`src/sttx_pkg.sv`:
```
package sttx_pkg;

  localparam int DATA_BITS = 8;
  localparam int CTRL_BITS = 2;
  localparam int CHAR_BITS = 10;
  localparam int RATE_DIV_FULL = 1;
  localparam int RATE_DIV_HALF = 2;
  localparam logic [4:0] PERIOD_FULL = 5'(CHAR_BITS * RATE_DIV_FULL);
  localparam logic [4:0] PERIOD_HALF = 5'(CHAR_BITS * RATE_DIV_HALF);

  localparam logic [1:0] CTL_DATA = 2'h0;
  localparam logic [1:0] CTL_FILL = 2'h1;
  localparam logic [1:0] CTL_SPECIAL = 2'h2;
  localparam logic [1:0] CTL_WSYNC = 2'h3;

  localparam int WSYNC_LEN = 16;
  localparam logic [3:0] WSYNC_REV_FIRST = 4'h1;
  localparam logic [3:0] WSYNC_REV_LAST = 4'h2;
  localparam logic [3:0] WSYNC_LAST = 4'(WSYNC_LEN - 1);

  localparam int BUF_DEPTH = 4;
  localparam int BUF_CENTER = 2;

  localparam logic [7:0] K28_5_BYTE = 8'hBC;
  // Code words below are written abcdei fghj with a in the top bit.
  localparam logic [9:0] VIOL_NEG = 10'h278;
  localparam logic [8:0] LFSR_SEED = 9'h1FF;
  localparam int LFSR_TAP_HI = 8;
  localparam int LFSR_TAP_LO = 4;

  localparam int SIX_BAL = 3;
  localparam int FOUR_BAL = 2;
  localparam int CODE_BAL = 5;
  localparam logic [4:0] X_D7 = 5'h07;
  localparam logic [4:0] X_K28 = 5'h1C;
  localparam logic [2:0] Y_3 = 3'h3;
  localparam logic [2:0] Y_7 = 3'h7;
  localparam logic [31:0] ALT_NEG_MASK = 32'h0016_0000;
  localparam logic [31:0] ALT_POS_MASK = 32'h0000_6800;
  localparam logic [31:0] K_ALT_MASK = 32'h6880_0000;

  localparam logic [5:0] SIX_B [32] = '{
    6'h27, 6'h1D, 6'h2D, 6'h31, 6'h35, 6'h29, 6'h19, 6'h38,
    6'h39, 6'h25, 6'h15, 6'h34, 6'h0D, 6'h2C, 6'h1C, 6'h17,
    6'h1B, 6'h23, 6'h13, 6'h32, 6'h0B, 6'h2A, 6'h1A, 6'h3A,
    6'h33, 6'h26, 6'h16, 6'h36, 6'h0E, 6'h2E, 6'h1E, 6'h2B};
  localparam logic [3:0] FOUR_B [8] = '{
    4'hB, 4'h9, 4'h5, 4'hC, 4'hD, 4'hA, 4'h6, 4'hE};
  localparam logic [3:0] FOUR_ALT = 4'h7;
  localparam logic [5:0] K28_SIX = 6'h0F;
  localparam logic [3:0] K28_FOUR [8] = '{
    4'h4, 4'h9, 4'h5, 4'h3, 4'h2, 4'hA, 4'h6, 4'h8};

  // Two special-code tables: small indices below the limit, and the
  // literal control-character byte values above it.
  localparam logic [7:0] SPEC_A_LIMIT = 8'h10;
  localparam int SPEC_A_ALT_BIT = 3;
  localparam logic [4:0] K_ALT_X [4] = '{5'h17, 5'h1B, 5'h1D, 5'h1E};

  localparam int WB_ADR_BITS = 8;
  localparam logic [7:0] REG_CONFIG = 8'h00;
  localparam logic [7:0] REG_PARESET = 8'h04;
  localparam logic [7:0] REG_TXCHAR = 8'h08;
  localparam logic [7:0] REG_STATUS = 8'h0C;
  localparam int CFG_ENCODE = 0;
  localparam int CFG_CLKSEL = 1;
  localparam int CFG_RATE = 2;
  localparam int CFG_BIST = 3;
  localparam logic [3:0] CFG_RESET = 4'h1;
  localparam int STAT_HOLD = 0;
  localparam int STAT_PERR = 1;

  function automatic logic [4:0] char_last(input logic half);
    return half ? PERIOD_HALF - 5'h01 : PERIOD_FULL - 5'h01;
  endfunction : char_last

  function automatic logic [7:0] special_map(input logic [7:0] code);
    logic [7:0] m;
    m = K28_5_BYTE;
    if (code < SPEC_A_LIMIT)
    begin
      if (code[SPEC_A_ALT_BIT])
        m = {Y_7, K_ALT_X[code[1:0]]};
      else
        m = {code[2:0], X_K28};
    end
    else if (code[4:0] == X_K28 || (code[7:5] == Y_7 && K_ALT_MASK[code[4:0]]))
      m = code;
    return m;
  endfunction : special_map

endpackage : sttx_pkg

```
`src/sttx_link_if.sv`:
```
`timescale 1ns/1ps
interface sttx_link_if;
  logic hostTxStrobe;
  logic [7:0] txDataByte;
  logic [1:0] txCharControl;
  logic encoderBypassControl;
  logic captureClockSelect;
  logic rateSelect;
  logic selftestEnable;
  logic phaseAlignReset;
  logic txPhaseError;
  logic charTick;

  modport device (
    input hostTxStrobe,
    input txDataByte,
    input txCharControl,
    input encoderBypassControl,
    input captureClockSelect,
    input rateSelect,
    input selftestEnable,
    input phaseAlignReset,
    output txPhaseError,
    output charTick
  );

  modport host (
    output hostTxStrobe,
    output txDataByte,
    output txCharControl,
    output encoderBypassControl,
    output captureClockSelect,
    output rateSelect,
    output selftestEnable,
    output phaseAlignReset,
    input txPhaseError,
    input charTick
  );
endinterface : sttx_link_if

```
`src/sttx_device.sv`:
```
// The implementer's own choices: the Wishbone interface to the registers and the register addresses.
`timescale 1ns/1ps
// Behaviour
// Host gives byte plus two control bits
// Bypass forwards ten captured bits unchanged
// Bypass bit map: data a..g, control h,j
// Buffer used on host clock, bypassed otherwise
// Host clock stays within half a character
// Buffer slip raises error until reinitialized
// Phase reset latch write recenters buffer
// Violation character sent while error active
// Word sync during error recenters and clears
// Host follows phase reset with word sync
// Encoder enabled when bypass control is one
// Two non-overlapping special code tables
// Characters serialized least significant bit first
// Control codes: data, fill, special, sync
// Sync: sixteen K28.5, second/third disparity flipped
// Sync sequence runs whole, inputs ignored
// Sync restarts when code seen again
// Output mux over all character sources
// Rate select sets bit and character period
// Self-test ignores the input register
// Reset: negative disparity, buffer uninitialized
module sttx_device #(
  parameter int BUF_DEPTH = sttx_pkg::BUF_DEPTH,
  parameter int BUF_CENTER = sttx_pkg::BUF_CENTER
) (
  input wire logic clk,
  input wire logic rst,
  sttx_link_if.device link,
  output logic serialData
);

  localparam int PTR_W = $clog2(BUF_DEPTH);
  localparam int CB = sttx_pkg::CHAR_BITS;

  typedef enum logic [1:0] {
    WS_IDLE = 2'h0,
    WS_RUN = 2'h1
  } sttx_ws_e;

  function automatic logic [9:0] rev10(input logic [9:0] v);
    logic [9:0] r;
    r = '0;
    for (int i = 0; i < CB; i++)
      r[i] = v[CB - 1 - i];
    return r;
  endfunction : rev10

  // Returns {running disparity after, code abcdei fghj}; rd 1 is positive.
  function automatic logic [10:0] enc8b10b(
    input logic [7:0] b,
    input logic k,
    input logic rd
  );
    logic [4:0] x;
    logic [2:0] y;
    logic [5:0] s;
    logic [3:0] f;
    logic [9:0] c;
    logic rd6;
    logic alt;
    x = b[4:0];
    y = b[7:5];
    s = sttx_pkg::SIX_B[x];
    rd6 = ($countones(s) != sttx_pkg::SIX_BAL) ? !rd : rd;
    if (rd && ($countones(s) != sttx_pkg::SIX_BAL || x == sttx_pkg::X_D7))
      s = ~s;
    alt = (y == sttx_pkg::Y_7) && (k || (!rd6 && sttx_pkg::ALT_NEG_MASK[x])
      || (rd6 && sttx_pkg::ALT_POS_MASK[x]));
    f = alt ? sttx_pkg::FOUR_ALT : sttx_pkg::FOUR_B[y];
    if (rd6 && ($countones(f) != sttx_pkg::FOUR_BAL || y == sttx_pkg::Y_3))
      f = ~f;
    c = {s, f};
    if (k && x == sttx_pkg::X_K28)
    begin
      c = {sttx_pkg::K28_SIX, sttx_pkg::K28_FOUR[y]};
      if (rd)
        c = ~c;
    end
    return {rd ^ ($countones(c) != sttx_pkg::CODE_BAL), c};
  endfunction : enc8b10b

  logic [9:0] inReg_r;
  logic [9:0] buf_r [BUF_DEPTH];
  logic [PTR_W-1:0] wrPtr_r;
  logic [PTR_W-1:0] rdPtr_r;
  logic [PTR_W:0] fill_r;
  logic phaseErr_r;
  logic rd_r;
  logic [4:0] charCnt_r;
  logic [9:0] shift_r;
  logic serial_r;
  logic charTick_r;
  sttx_ws_e wsState_r;
  logic [3:0] wsIdx_r;
  logic [8:0] lfsr_r;

  wire encodeOn = link.encoderBypassControl;
  wire bistOn = link.selftestEnable;
  wire useBuffer = !link.captureClockSelect;
  wire [4:0] charLast = sttx_pkg::char_last(link.rateSelect);
  wire tick = charCnt_r >= charLast;
  wire bitStep = !link.rateSelect || charCnt_r[0];
  wire wrEn = link.hostTxStrobe && useBuffer;
  wire rdEn = tick && useBuffer;
  wire bufFull = fill_r == (PTR_W + 1)'(BUF_DEPTH);
  wire bufEmpty = fill_r == '0;
  wire overflow = wrEn && bufFull && !rdEn;
  wire underflow = rdEn && bufEmpty && !wrEn;
  wire wrDo = wrEn && !overflow;
  wire rdDo = rdEn && !underflow;
  wire errActive = phaseErr_r && useBuffer;
  wire [9:0] charIn = useBuffer ? buf_r[rdPtr_r] : inReg_r;
  wire [1:0] ctlIn = charIn[9:8];
  wire [7:0] byteIn = charIn[7:0];
  wire wsStart = tick && encodeOn && !bistOn && wsState_r == WS_IDLE
    && ctlIn == sttx_pkg::CTL_WSYNC;
  wire wsBusy = wsStart || wsState_r == WS_RUN;
  wire recenter = link.phaseAlignReset || (wsStart && errActive);
  wire [3:0] wsNum = wsStart ? '0 : wsIdx_r;
  wire wsRev = wsNum >= sttx_pkg::WSYNC_REV_FIRST
    && wsNum <= sttx_pkg::WSYNC_REV_LAST;
  wire wsLast = wsNum == sttx_pkg::WSYNC_LAST;
  wire [PTR_W-1:0] wrPtrNext = wrDo ? wrPtr_r + 1'b1 : wrPtr_r;
  wire [PTR_W-1:0] rdCenter = wrPtrNext - PTR_W'(BUF_CENTER);

  logic [7:0] encByte;
  logic encK;
  logic encRd;
  logic [10:0] encOut;
  logic [9:0] lineChar;
  logic rdNext;

  always_comb
  begin
    encByte = byteIn;
    encK = 1'b0;
    encRd = rd_r;
    if (bistOn)
      encByte = lfsr_r[7:0];
    else if (wsBusy)
    begin
      encByte = sttx_pkg::K28_5_BYTE;
      encK = 1'b1;
      encRd = rd_r ^ wsRev;
    end
    else
    begin
      case (ctlIn)
        sttx_pkg::CTL_FILL:
        begin
          encByte = sttx_pkg::K28_5_BYTE;
          encK = 1'b1;
        end
        sttx_pkg::CTL_SPECIAL:
        begin
          encByte = sttx_pkg::special_map(byteIn);
          encK = 1'b1;
        end
        default:
          encByte = byteIn;
      endcase
    end
  end

  assign encOut = enc8b10b(encByte, encK, encRd);

  // Output mux: self-test, error unless a sync runs, bypass, then running sync or encoder.
  always_comb
  begin
    lineChar = rev10(encOut[9:0]);
    rdNext = encOut[10];
    if (!bistOn && !wsBusy && errActive)
    begin
      lineChar = rev10(rd_r ? ~sttx_pkg::VIOL_NEG : sttx_pkg::VIOL_NEG);
      rdNext = rd_r;
    end
    else if (!bistOn && !encodeOn)
    begin
      lineChar = charIn;
      rdNext = rd_r;
    end
  end

  always_ff @(posedge clk or posedge rst)
  begin
    if (rst)
      inReg_r <= '0;
    else if (link.hostTxStrobe)
      inReg_r <= {link.txCharControl, link.txDataByte};
  end

  always_ff @(posedge clk)
  begin
    if (wrDo)
      buf_r[wrPtr_r] <= {link.txCharControl, link.txDataByte};
  end

  // Recentering may repeat or skip a queued character; the host covers
  // that by following the reset with a sync sequence.
  always_ff @(posedge clk or posedge rst)
  begin
    if (rst)
    begin
      wrPtr_r <= '0;
      rdPtr_r <= '0;
      fill_r <= '0;
      phaseErr_r <= 1'b1;
    end
    else
    begin
      wrPtr_r <= wrPtrNext;
      rdPtr_r <= recenter ? rdCenter : rdPtr_r + PTR_W'(rdDo);
      fill_r <= recenter ? (PTR_W + 1)'(BUF_CENTER)
        : fill_r + (PTR_W + 1)'(wrDo) - (PTR_W + 1)'(rdDo);
      phaseErr_r <= (overflow || underflow) || (phaseErr_r && !recenter);
    end
  end

  always_ff @(posedge clk or posedge rst)
  begin
    if (rst)
    begin
      charCnt_r <= '0;
      shift_r <= '0;
      serial_r <= 1'b0;
      charTick_r <= 1'b0;
      rd_r <= 1'b0;
    end
    else
    begin
      charCnt_r <= tick ? '0 : charCnt_r + 5'h01;
      charTick_r <= tick;
      if (tick)
      begin
        serial_r <= lineChar[0];
        shift_r <= lineChar >> 1;
        rd_r <= rdNext;
      end
      else if (bitStep)
      begin
        serial_r <= shift_r[0];
        shift_r <= shift_r >> 1;
      end
    end
  end

  always_ff @(posedge clk or posedge rst)
  begin
    if (rst)
    begin
      wsState_r <= WS_IDLE;
      wsIdx_r <= '0;
      lfsr_r <= sttx_pkg::LFSR_SEED;
    end
    else
    begin
      if (tick && wsBusy && !bistOn)
      begin
        wsState_r <= wsLast ? WS_IDLE : WS_RUN;
        wsIdx_r <= wsLast ? '0 : wsNum + 4'h1;
      end
      if (!bistOn)
        lfsr_r <= sttx_pkg::LFSR_SEED;
      else if (tick)
        lfsr_r <= {lfsr_r[7:0],
          lfsr_r[sttx_pkg::LFSR_TAP_HI] ^ lfsr_r[sttx_pkg::LFSR_TAP_LO]};
    end
  end

  assign serialData = serial_r;
  assign link.txPhaseError = phaseErr_r;
  assign link.charTick = charTick_r;

endmodule : sttx_device

```
`src/flat_wrapper.sv`:
```
// flat-port wrapper written by rule: the top's interface ports become plain ports
module sttx_device_flat 
#(
  parameter int BUF_DEPTH = sttx_pkg::BUF_DEPTH,
  parameter int BUF_CENTER = sttx_pkg::BUF_CENTER
)
  (clk, rst, serialData, link_hostTxStrobe, link_txDataByte, link_txCharControl, link_encoderBypassControl, link_captureClockSelect, link_rateSelect, link_selftestEnable, link_phaseAlignReset, link_txPhaseError, link_charTick);
  sttx_link_if link_i ();
  input wire logic clk;
  input wire logic rst;
  output logic serialData;
  input wire logic [$bits(link_i.hostTxStrobe)-1:0] link_hostTxStrobe;
  input wire logic [$bits(link_i.txDataByte)-1:0] link_txDataByte;
  input wire logic [$bits(link_i.txCharControl)-1:0] link_txCharControl;
  input wire logic [$bits(link_i.encoderBypassControl)-1:0] link_encoderBypassControl;
  input wire logic [$bits(link_i.captureClockSelect)-1:0] link_captureClockSelect;
  input wire logic [$bits(link_i.rateSelect)-1:0] link_rateSelect;
  input wire logic [$bits(link_i.selftestEnable)-1:0] link_selftestEnable;
  input wire logic [$bits(link_i.phaseAlignReset)-1:0] link_phaseAlignReset;
  output wire logic [$bits(link_i.txPhaseError)-1:0] link_txPhaseError;
  output wire logic [$bits(link_i.charTick)-1:0] link_charTick;
  assign link_i.hostTxStrobe = link_hostTxStrobe;
  assign link_i.txDataByte = link_txDataByte;
  assign link_i.txCharControl = link_txCharControl;
  assign link_i.encoderBypassControl = link_encoderBypassControl;
  assign link_i.captureClockSelect = link_captureClockSelect;
  assign link_i.rateSelect = link_rateSelect;
  assign link_i.selftestEnable = link_selftestEnable;
  assign link_i.phaseAlignReset = link_phaseAlignReset;
  assign link_txPhaseError = link_i.txPhaseError;
  assign link_charTick = link_i.charTick;
  sttx_device #(.BUF_DEPTH(BUF_DEPTH), .BUF_CENTER(BUF_CENTER)) u_core (.clk(clk), .rst(rst), .link(link_i), .serialData(serialData));
endmodule
```
`config.mk`:
```
export PLATFORM = sky130hd
export DESIGN_NAME = sttx_device_flat
export DESIGN_NICKNAME = d
export VERILOG_FILES = /design/src/sttx_pkg.sv /design/src/sttx_link_if.sv /design/src/sttx_device.sv /design/src/flat_wrapper.sv
export SDC_FILE = /design/constraint.sdc
export NUM_CORES = 1
export LEC_CHECK = 0
export BUFFER_PORTS_ARGS = -buffer_cell sky130_fd_sc_hd__clkbuf_2
export CELL_PAD_IN_SITES_DETAIL_PLACEMENT = 1
export CELL_PAD_IN_SITES_GLOBAL_PLACEMENT = 1
export CORE_MARGIN = 5
export CORE_UTILIZATION = 35
export DETAILED_ROUTE_END_ITERATION = 10
export PLACE_DENSITY = 0.65
export SYNTH_ARGS = -nofsm -noshare
export SYNTH_HDL_FRONTEND = slang
export SYNTH_SLANG_ARGS = --single-unit
export TNS_END_PERCENT = 100
```
`constraint.sdc`:
```
create_clock -name clk -period 12.05 [get_ports clk]
set_input_delay 3.0125 -clock clk [delete_from_list [all_inputs] [get_ports clk]]
set_output_delay 3.0125 -clock clk [all_outputs]
set_load 0.01 [all_outputs]
```
Word level (Yosys, flattened, before mapping):

Memories as Yosys holds them, arrays and structs flattened.
Cells that the tools add are included.

* reduce and logical (&&, ||, !) cells: 55
* $lt $le $gt $ge: 9
* shift-type cells: 0
* divide/modulo/power cells: 0
* multipliers: 0
* mux-type cells: 49
* bitwise gates (word level): 11
* $add $sub $neg: 24
* eq/ne operators: 16

Operators by type and width (count)
* $add 32x32->32: 7
* $mux 10: 8
* $ne 32x3->1 const B: 2
* $mux 8: 5
* $mux 4: 8
* $ne 32x4->1 const B: 1
* $logic_and 1x1->1: 28
* $add 1x1->2: 10
* $mux 5: 4
* $mux 6: 3
* $mux 9: 2
* $pmux 8 s2: 1
* $mux 1: 14
* $logic_not 1->1: 12
* $lt 5x6->1 const B: 2
* $bmux 5 s2: 1
* $eq 5x5->1 const B: 2
* $logic_or 1x1->1: 10
* $not 8->10: 1
* $eq 3x3->1 const B: 3
* $lt 8x5->1 const B: 1
* $ge 6x6->1 const B: 1
* $not 5->6: 1
* $not 6->6: 1
* 30 further kinds: 36

* bits in latches: 0
* bits of input ports: 18
* ROM bits: 352
* memories: 7
* memory bits (writable): 40
* register bits after elaboration: 51
* output and inout bits: 3
* logic and storage cells: 184

Memories
* (no name shown): words 32, bits a word 6, rd ports 1, clocked after memory_dff 0, wr ports 0, RTL line sttx_device.sv:66 `s = sttx_pkg::SIX_B[x];`
* u_core.buf_r: words 4, bits a word 10, rd ports 1, clocked after memory_dff 0, wr ports 1, RTL line sttx_device.sv:86 `logic [9:0] buf_r [BUF_DEPTH];`
* (no name shown): words 32, bits a word 1, rd ports 1, clocked after memory_dff 0, wr ports 0, RTL line sttx_pkg.sv:87 `else if (code[4:0] == X_K28 || (code[7:5] == Y_7 && K_ALT_MASK[code[4:0]]))`
* (no name shown): words 32, bits a word 1, rd ports 1, clocked after memory_dff 0, wr ports 0, RTL line sttx_device.sv:70 `alt = (y == sttx_pkg::Y_7) && (k || (!rd6 && sttx_pkg::ALT_NEG_MASK[x])`
* (no name shown): words 32, bits a word 1, rd ports 1, clocked after memory_dff 0, wr ports 0, RTL line sttx_device.sv:71 `|| (rd6 && sttx_pkg::ALT_POS_MASK[x]));`
* (no name shown): words 8, bits a word 4, rd ports 1, clocked after memory_dff 0, wr ports 0, RTL line sttx_device.sv:72 `f = alt ? sttx_pkg::FOUR_ALT : sttx_pkg::FOUR_B[y];`
* 1 more memories

Depth between registers and ports, before layout:

Gate-level depths: netlist of the first run.
An unclocked memory read counts as a cell.

* depth after elaboration: 39
* gate-level depth with buffers: 51
* depth with buffers taken out: 49

Least setup slack after synthesis of the first run:

Ideal clock, no wire load.

* path type: input port to flip-flop
* from: input port link_captureClockSelect
* to: register u_core.rd_r
* buffers on the path: 2
* data arrival time: 12.360 ns
* required time: 11.962 ns
* stages on the path: 47
* setup slack: -0.398 ns
* library setup time: 0.088 ns
* path through: buf_4 -> clkinv_1 -> mux2i_1 -> inv_1 -> ha_1 -> nand4_1 -> o22ai_1 -> buf_2 -> nor3_1 -> nand4_1 -> o221ai_1 -> inv_1 -> ha_1 -> nand2_1 -> mux2_2 -> nor2_1 -> a221o_1 -> ha_1 -> (+11 left out) -> ha_1 -> fa_1 -> nand2_1 -> nand2_1 -> a21oi_1 -> a211oi_1 -> o21ai_1 -> xnor2_1 -> inv_1 -> ha_1 -> inv_1 -> fa_1 -> fa_1 -> fa_1 -> o21ai_0 -> nand3_1 -> xor2_1 -> a41oi_1

* cells in the longest elaborated chain, start to end: 38
* elaborated cells on any way between the ends: 102
* those cells by class: 17 x add/sub; 3 x order compare; 12 x eq/ne; 31 x mux; 9 x bitwise; 24 x reduce/logical; 6 x memory

Ends and longest elaborated chain
* from (decl): RTL line flat_wrapper.sv:16 `input wire logic [$bits(link_i.captureClockSelect)-1:0] link_captureClockSelect;`
* $mux 10: RTL line sttx_device.sv:115 `wire [9:0] charIn = useBuffer ? buf_r[rdPtr_r] : inReg_r;`
* $mem_v2 32x1 / $not 2->3 (equally long branches)
* $mux 1 (not written as such) / $bmux 5 s2 (equally long branches): RTL line sttx_pkg.sv:87, sttx_pkg.sv:83
* $logic_and 1x1->1 / $mux 5 (equally long branches): RTL line sttx_pkg.sv:87, sttx_pkg.sv:83
* $logic_or 1x1->1 / $mux 5 (equally long branches): RTL line sttx_pkg.sv:87, sttx_pkg.sv:83
* $mux 8 (on tied branches): RTL line sttx_pkg.sv:87, sttx_pkg.sv:82
* $mux 8: RTL line sttx_pkg.sv:80 `if (code < SPEC_A_LIMIT)`
* $pmux 8 s2: RTL line sttx_device.sv:151 `case (ctlIn)`
* (+20 left out)
* $logic_or 1x1->1: RTL line sttx_device.sv:73 `if (rd6 && ($countones(f) != sttx_pkg::FOUR_BAL || y == sttx_pkg::Y_3))`
* $logic_and 1x1->1: RTL line sttx_device.sv:73
* $mux 4: RTL line sttx_device.sv:73
* $mux 10: RTL line sttx_device.sv:76 `if (k && x == sttx_pkg::X_K28)`
* $add 1x1->2 (not written as such): RTL line sttx_device.sv:82 `return {rd ^ ($countones(c) != sttx_pkg::CODE_BAL), c};`
* $add 32x32->32 (not written as such) (3 in a row): RTL line sttx_device.sv:82
* $ne 32x4->1: RTL line sttx_device.sv:82
* $xor 1x1->1: RTL line sttx_device.sv:82
* to (signal assigned): RTL line sttx_device.sv:240 `rd_r <= rdNext;`
* to (decl): RTL line sttx_device.sv:91 `logic rd_r;`

Several ways; a longest one is shown, not always the timed one. The select of a mux whose other input is x is not followed.
A chain may end at the register's enable or synchronous reset.

Worst setup path in the final report of the first run:

Same ends and word-level chain as after synthesis.

==> results of run 1 <==
[layer usage]
| layer | wire length (um) | up-vias |
|---|---|---|
| li1 | - | 2595 |
| met1 | 8370 | 2729 |
| met2 | 9820 | 86 |
| met3 | 571 | 26 |
| met4 | 324 | 0 |
| met5 | 0 | - |
[per-stage QoR]
step / std cells / instance area, um2
floorplan: 663 / 6490
global placement: 947 / 7190
detailed placement: 947 / 7190
CTS: 968 / 7580
global route: 984 / 7980
finish: 984 / 7980
[final timing paths]
kind,endpoint,slack (ps),depth (start not counted)
worst min-delay path,u_core.shift_r[8]$_DFFE_PP0P_,500,2
worst max-delay path,u_core.rd_r$_DFFE_PP0P_,290,45
worst max register to register,u_core.rd_r$_DFFE_PP0P_,1560,44
min in group asynchronous,u_core.wrPtr_r[1]$_DFF_PP0_,2830,3
worst min register to register,u_core.shift_r[8]$_DFFE_PP0P_,500,2
max in group asynchronous,u_core.shift_r[8]$_DFFE_PP0P_,8750,3
[registers in the layout, summed over array words and instances (netlist names)]
signal,count
u_core.wsState_r,1
u_core.serialData,1
u_core.fill_r,3
u_core.charCnt_r,5
u_core.link.txPhaseError,1
u_core.buf_r,40
u_core.lfsr_r,9
u_core.link.charTick,1
u_core.inReg_r,10
u_core.rdPtr_r,2
u_core.wrPtr_r,2
u_core.shift_r,9
u_core.rd_r,1
u_core.wsIdx_r,4
[cell type report]
| cell class | count | area (um2) |
|---|---|---|
| clock buffers | 10 | 229 |
| clock inverters | 6 | 75.1 |
| fillers | 2021 | 10100 |
| inverters | 41 | 156 |
| multi-input cells | 503 | 4040 |
| flip-flops and latches | 89 | 2440 |
| well taps | 229 | 287 |
| repair buffers | 106 | 757 |
[cells by family after synthesis]
logic type               after synthesis  share of synthesized area [%]
flip-flops                            89                           37.8
adder cells (fa/ha/maj)               54                           11.6
AO/OA/AOI/OAI                        151                           17.2
AND/OR/NAND/NOR                      238                           18.2
buffers and inverters                 71                           4.96
multiplexers                          32                           6.14
XOR/XNOR                              28                           4.09
[tightest hold or removal path, cell delays in order, from the launching register on]
cell and delay, ps:
dfrtp_1 350, nand2_1 50, o21ai_1 60
[repair_timing]
action | CTS | global route
pin swaps | 5 | 30
setup buffers | 5 | 16
endpoints found under the setup margin | 1 | 1
gates cloned | 0 | 0
resized for setup | 10 | 60
[layout by cell type (no fill, tap or decap), types with 20 or more instances in the layout]
cell type,n
o21ai_0,27
inv_1,37
buf_4,83
nand2_1,65
clkbuf_2,20
a21oi_1,23
edfxtp_1,40
nand3_1,31
nor2_1,49
ha_1,35
dfrtp_1,39
==> results.json, run 1 <==
{
  "cts.path.max_buffers": 2,
  "synth_edf_count": 40,
  "startpoint": "link_captureClockSelect",
  "netlist_area_um2": 6460,
  "overflow": 0,
  "use_met1_pct": 22.5,
  "start_kind": "primary input",
  "cts_root_buf": "clkbuf_16",
  "synthCells": 663,
  "cts.sinks": 89,
  "grt_pass1_wl_mm": 30.3,
  "worstSetupEndpointType": "register",
  "worstPathArrival_ps": 12020,
  "setup_slack_ps": 288,
  "antenna_found_initial": 0,
  "ys_seq_area_share_pct": 37.8,
  "cts-buffers-inserted": 9,
  "clk_latency_ps": 350,
  "cpLargestDelayFamily": "adder cells",
  "grt_max_degree": 50,
  "hold_viol_final": 0,
  "post-synth-top-count-cell": "nand2_1",
  "syn_area_per_cell_um2": 9.74,
  "cts.reportedPaths.clkPinSlew_ps": 60,
  "grt_pass1_vias": 5783,
  "fin_hold_ws_ps": 501,
  "fin_util_pct": 44.1,
  "io_pins": 21,
  "met3_usage_pct": 2.80,
  "slowest_delay_ps": 540,
  "pre_cts_ws_ps": -396,
  "diodes": 0,
  "grt_use_met2_pct": 30.8,
  "crit_buf_inv": 5,
  "std_cell_rows": 49,
  "place.gp.congestion": 0.952,
  "synth_nets": 735,
  "drc": 0,
  "dr.pass1.iters": 5,
  "min_period_over_period_pct": 97.6,
  "ys_async_sr_fraction_pct": 55.1,
  "setup-tns-final_ps": 0,
  "dpl.hpwl_mm": 14.4,
  "fin_worst_skew_ps": 8.88,
  "yosysTopAreaCellShare_pct": 18.6,
  "worstHoldPathType": "reg2reg",
  "synth.distinct_cells": 82,
  "worstSetupPathType": "in2reg",
  "ys.flop_type": "edfxtp_1",
  "postCtsHoldBufs": 0,
  "cp.required_ps": 12310,
  "track_usage_pct": 17.5,
  "avgRoutedWirePerCell_um": 19.4,
  "ys_ff_latch": 89,
  "cpMaxStageDelayCell": "fa_2",
  "max-slew-margin-rel_pct": 32.7,
  "status": "finished clean",
  "fp.dieH_um": 146,
  "synthToLayoutAreaGrowth_pct": 23.6,
  "yosysWarnings": 0,
  "cts_max_level": 3,
  "synth_commonest_cells": "nand2_1, nor2_1, ha_1, edfxtp_1, inv_1",
  "worstHoldStart": "u_core.shift_r[8]$_DFFE_PP0P_",
  "die_w_um": 146,
  "via_per_inst": 5.52,
  "drt_iter0_drc": 196,
  "layout-drive-gt1-share_pct": 30.1,
  "maxCapViolations": 0,
  "synthTopCellsByArea": "edfxtp_1, dfrtp_1, ha_1",
  "fmax_ghz": 0.0850,
  "io_buffers": 20,
  "vias": 5436,
  "fin_nets": 822,
  "setup_violations": 0,
  "maxSlewViolCount": 0,
  "core_area_um2": 18100,
  "final.min_clock_period_ps": 11760,
  "synth_top_cell_by_area": "edfxtp_1",
  "die_area_um2": 21300,
  "grt-busiest-layer": "met2",
  "cts_tree": "done",
  "rr_startpoint": "u_core.rdPtr_r[0]$_DFF_PP0_",
  "wl_mm": 19.1,
  "crit_path_frequent_cell": "ha_1",
  "cp_max_fo": 4,
  "worst_slew_pin_slew_ps": 1010,
  "final_antenna_net_count": 0,
  "start_util_pct": 35.7
}
Power of run 1 is not shown: default switching activity piles up to over one toggle a cycle in this logic, so the estimate is an artifact.
==> run 2, diff against run 1 <==
--- a/config.mk
+++ b/config.mk
@@ -11,7 +11,7 @@
 export CORE_MARGIN = 5
 export CORE_UTILIZATION = 35
 export DETAILED_ROUTE_END_ITERATION = 10
-export PLACE_DENSITY = 0.65
+export PLACE_DENSITY_LB_ADDON = 0.08
 export SYNTH_ARGS = -nofsm -noshare
 export SYNTH_HDL_FRONTEND = slang
 export SYNTH_SLANG_ARGS = --single-unit
==> run 2 against run 1 <==
Effect of this change:
- core utilization is 1.4 points higher
- highest routed layer unchanged
- die area unchanged
- count of clock-buffer cells in the layout shrank 1
- global-route usage grew 0.65 points
- clock skew decreased by 0.63 ps
- flip-flop and latch count unchanged
- maximum frequency shrank 1.0%
- via count rose by 1.1%
- non-clock buffer count is 9 higher
- routed wire length is 4.4% higher
==> results.json, run 2 (same netlist as run 1, synthesis figures left out) <==
{
  "maxCapViolations": 0,
  "cts.path.max_buffers": 2,
  "final_antenna_net_count": 0,
  "cpMaxStageDelayCell": "fa_2",
  "diodes": 0,
  "min_period_over_period_pct": 98.6,
  "hold_viol_final": 0,
  "setup-tns-final_ps": 0,
  "clk_latency_ps": 350,
  "worst_slew_pin_slew_ps": 1070,
  "postCtsHoldBufs": 0,
  "worstHoldPathType": "reg2reg",
  "final_common_cell": "buf_4",
  "cts_root_buf": "clkbuf_16",
  "fillers": 2003,
  "slowest_delay_ps": 590,
  "std_cell_rows": 49,
  "top_register": "u_core.buf_r",
  "grt_pass1_wl_mm": 31.0,
  "worstSetupEndpointType": "register",
  "dr.pass1.iters": 4,
  "antenna_found_initial": 0,
  "cts_max_level": 3,
  "grt_max_degree": 50,
  "max-slew-margin-rel_pct": 28.3,
  "layout-drive-gt1-share_pct": 33.5,
  "core_area_um2": 18100,
  "multi_input_area_um2": 4160,
  "overflow": 0,
  "wl_mm": 19.9,
  "worstSetupPathType": "in2reg",
  "avgRoutedWirePerCell_um": 20.0,
  "cts-buffers-inserted": 9,
  "via_per_inst": 5.53,
  "grt_pass1_vias": 5685,
  "largest_register_ffs": 40,
  "cts.reportedPaths.clkPinSlew_ps": 70,
  "cp_max_fo": 6,
  "crit_path_frequent_cell": "buf_4",
  "fin_cells": 994,
  "fin_worst_skew_ps": 8.25,
  "place_inst": 954,
  "cpLargestDelayFamily": "adder cells",
  "cts_tree": "done",
  "maxSlewViolCount": 0,
  "start_util_pct": 35.7,
  "dpl.hpwl_mm": 14.9,
  "io_buffers": 20,
  "reg_top3": "u_core.buf_r: 40 flops, u_core.inReg_r: 10 flops",
  "die_w_um": 146,
  "vias": 5494,
  "drc": 0,
  "final.min_clock_period_ps": 11890,
  "worstPathArrival_ps": 12150,
  "io_pins": 21,
  "final-seq-area_um2": 2440,
  "cp.required_ps": 12320,
  "rsz0062_at_grt": "yes",
  "setup_violations": 0,
  "drt_iter0_drc": 243,
  "die_area_um2": 21300,
  "cts.sinks": 89,
  "track_usage_pct": 18.2,
  "fmax_ghz": 0.0841,
  "final_cell_mix": "buf_4, nand2_1, nor2_1",
  "fin_nets": 832,
  "place.gp.congestion": 0.847,
  "synthToLayoutAreaGrowth_pct": 27.7,
  "start_kind": "primary input",
  "status": "finished clean",
  "crit_buf_inv": 9,
  "fp.dieH_um": 146
}
==> run 2: cell types whose count changed in the layout (fill, tap and decap cells not counted), sizes merged <==
cell,change
buf,+10
clkbuf,-2
clkinv,+1
or3,+1
==> run 2: final timing paths <==
check	start	slack (ps)	cells after the start	to
max	link_captureClockSelect	160	46	u_core.rd_r$_DFFE_PP0P_
min	u_core.lfsr_r[5]$_DFFE_PP1P_	480	2	u_core.lfsr_r[6]$_DFFE_PP1P_
max reg2reg	u_core.rdPtr_r[0]$_DFF_PP0_	1800	46	u_core.rd_r$_DFFE_PP0P_
min reg2reg	u_core.lfsr_r[5]$_DFFE_PP1P_	480	2	u_core.lfsr_r[6]$_DFFE_PP1P_
max in group asynchronous	rst	8750	3	u_core.shift_r[7]$_DFFE_PP0P_
min in group asynchronous	rst	2820	3	u_core.fill_r[0]$_DFF_PP0_
==> run 2: tightest hold or removal path, cell delays in order (launching register included) <==
cell	delay [ps]
dfstp_2	370
nand2_1	50
nand3_1	70
==> run 2: layout make-up <==
class	instances	area share (%)
timing repair buffer	115	10.5
multi-input combinational	504	50.5
inverter	41	1.96
clock inverter	7	1.20
clock buffer	9	2.73
tap	229	3.48
sequential	89	29.6
==> run 2: repair_timing <==
action                                  in CTS  in global routing
gates cloned                                 0                  1
endpoints found under the setup margin       1                  1
pin swaps                                    0                 50
buffers inserted                             0                 23
resized for setup                            1                 99
==> run 2: metrics by stage <==
stage	worst slack [ps]	cell area [um2]	hold slack [ps]	util, %
3_5_place_dp	-385	7250	485	40.1
5_1_grt	-251	8240	498	45.6
3_3_place_gp	-30.3	7250	478	40.1
6_report	163	8240	484	45.6
4_1_cts	21.0	7580	486	41.9
2_1_floorplan	79.1	6490	456	-
==> run 2: metal layers <==
metal	global-route usage (%)	vias up	wire length [um]
li1	-	2619	-
met1	22.8	2766	8740
met2	32.4	79	10200
met3	3.11	30	497
met4	4.94	0	461
met5	0	-	0
Power of run 2 is left out for the same reason.
==> run 3, diff against run 2 <==
--- a/config.mk
+++ b/config.mk
@@ -8,6 +8,7 @@
 export BUFFER_PORTS_ARGS = -buffer_cell sky130_fd_sc_hd__clkbuf_2
 export CELL_PAD_IN_SITES_DETAIL_PLACEMENT = 1
 export CELL_PAD_IN_SITES_GLOBAL_PLACEMENT = 1
+export CORE_ASPECT_RATIO = 0.7
 export CORE_MARGIN = 5
 export CORE_UTILIZATION = 35
 export DETAILED_ROUTE_END_ITERATION = 10
==> run 3 against run 2 <==
Effect of this change:
- worst setup slack better by 40 ps
- cell area hardly changed
- first-iteration DRC count up 49%
- non-clock buffer count did not move
- flip-flop and latch count unchanged
- sequential share of layout area barely moved
- core utilization barely moved
- register-to-register slack got worse by 250 ps
- routed wire length grew 0.87%
- critical path type unchanged
- highest routed layer unchanged
==> results.json, run 3 (same netlist as run 1, synthesis figures left out) <==
{
  "status": "finished clean",
  "antenna_found_initial": 0,
  "min_period_over_period_pct": 98.3,
  "cp_max_fo": 8,
  "max-slew-margin-rel_pct": 20.5,
  "io_buffers": 20,
  "clk_latency_ps": 350,
  "cts_tree": "done",
  "pre_cts_ws_ps": -367,
  "final_cell_mix": "buf_4, nand2_1, nor2_1",
  "io_pins": 21,
  "place.gp.congestion": 0.861,
  "die_area_um2": 21300,
  "final_antenna_net_count": 0,
  "grt_max_degree": 50,
  "cts_root_buf": "clkbuf_16",
  "final_area_um2": 8240,
  "crit_path_frequent_cell": "buf_4",
  "slowest_delay_ps": 600,
  "fin_hold_ws_ps": 486,
  "overflow": 0,
  "fin_nets": 831,
  "cts.sinks": 89,
  "wl_mm": 20.1,
  "via_per_inst": 5.45,
  "synthToLayoutAreaGrowth_pct": 27.6,
  "worst_slew_pin_slew_ps": 1180,
  "die_w_um": 172,
  "worstPathArrival_ps": 12010,
  "reg_top3": "u_core.buf_r: 40 flops, u_core.inReg_r: 10 flops",
  "cp.required_ps": 12220,
  "worstSetupPathType": "in2reg",
  "cpMaxStageDelayCell": "fa_2",
  "grt_pass1_vias": 5527,
  "start_kind": "primary input",
  "cts_max_level": 3,
  "vias": 5453,
  "placed_area_um2": 7260,
  "rsz0062_at_grt": "yes",
  "largest_register_ffs": 40,
  "cts.path.max_buffers": 2,
  "track_usage_pct": 18.7,
  "std_cell_rows": 41,
  "final.min_clock_period_ps": 11850,
  "drt_iter0_drc": 363,
  "worstHoldPathType": "reg2reg",
  "place_inst": 961,
  "layout-drive-gt1-share_pct": 33.6,
  "drc": 0,
  "cts.reportedPaths.clkPinSlew_ps": 70,
  "fillers": 2019,
  "hold_viol_final": 0,
  "fmax_ghz": 0.0844,
  "top_register": "u_core.buf_r",
  "setup_slack_ps": 203,
  "dpl.hpwl_mm": 15.1,
  "diodes": 0,
  "setup_violations": 0,
  "dr.pass1.iters": 5,
  "worstSetupEndpointType": "register",
  "maxCapViolations": 0,
  "grt_pass1_wl_mm": 31.0,
  "postCtsHoldBufs": 0,
  "fin_worst_skew_ps": 13.2,
  "avgRoutedWirePerCell_um": 20.1,
  "final_common_cell": "buf_4",
  "cts-buffers-inserted": 9,
  "maxSlewViolCount": 0,
  "start_util_pct": 35.8,
  "fp.dieH_um": 124,
  "core_area_um2": 18100,
  "fin_cells": 1000
}
run 3: changes by cell type in the layout (fill, tap and decap cells not counted), moves of 2 or more:
cell,delta
nor2_1,-2
nor3_2,+2
mux2i_4,+2
ha_4,-2
buf_4,+2
o21ai_0,-2
clkinv_8,-2
ha_1,+3
nor2_4,+3
run 3: area by class of cell:
cell class,count,area [um2],share of cell area (%)
Timing Repair Buffer,115,851,10.3
Sequential cell,89,2440,29.6
Tap cell,236,295,3.59
Inverter,41,159,1.93
Multi-Input combinational cell,503,4200,51.0
Clock buffer,9,225,2.73
Clock inverter,7,61.3,0.744
run 3: routing by layer:
metal	GRT usage (%)	part of all wire [%]	vias to the layer above
met5	0	0	-
met4	3.49	0.83	0
met3	3.14	4.1	13
met2	28.0	45	83
met1	28.7	50	2741
li1	-	-	2616
run 3: critical path: cells and delay by family:
family	cells	cell delay (ps)
fa+ha+maj	11	4130
simple gates	13	1630
compound gates	9	1470
buf+inv	8	970
xor+xnor	3	530
mux	1	240
run 3: repair_timing:
item / in CTS / in global routing
pin swaps: 1 / 55
resized for setup: 1 / 113
endpoints found under the setup margin: 1 / 1
buffers inserted: 1 / 22
run 3: through the flow:
stage | util [%] | setup TNS, ps
2_1_floorplan | - | 0
3_5_place_dp | 40.2 | -367
5_1_grt | 45.6 | -236
3_3_place_gp | 40.2 | -111
4_1_cts | 41.9 | 0
6_report | 45.6 | 0
run 3: worst paths after layout:
path                                               from                              to  slack, ps  depth (start not counted)
max                             link_captureClockSelect         u_core.rd_r$_DFFE_PP0P_        200                         45
min                        u_core.lfsr_r[5]$_DFFE_PP1P_    u_core.lfsr_r[6]$_DFFE_PP1P_        490                          2
max reg2reg                 u_core.rdPtr_r[0]$_DFF_PP0_         u_core.rd_r$_DFFE_PP0P_       1550                         45
min reg2reg                u_core.lfsr_r[5]$_DFFE_PP1P_    u_core.lfsr_r[6]$_DFFE_PP1P_        490                          2
max in group asynchronous                           rst  u_core.link.charTick$_DFF_PP0_       8760                          3
min in group asynchronous                           rst      u_core.fill_r[1]$_DFF_PP0_       2800                          3
Power of run 3 is left out for the same reason.
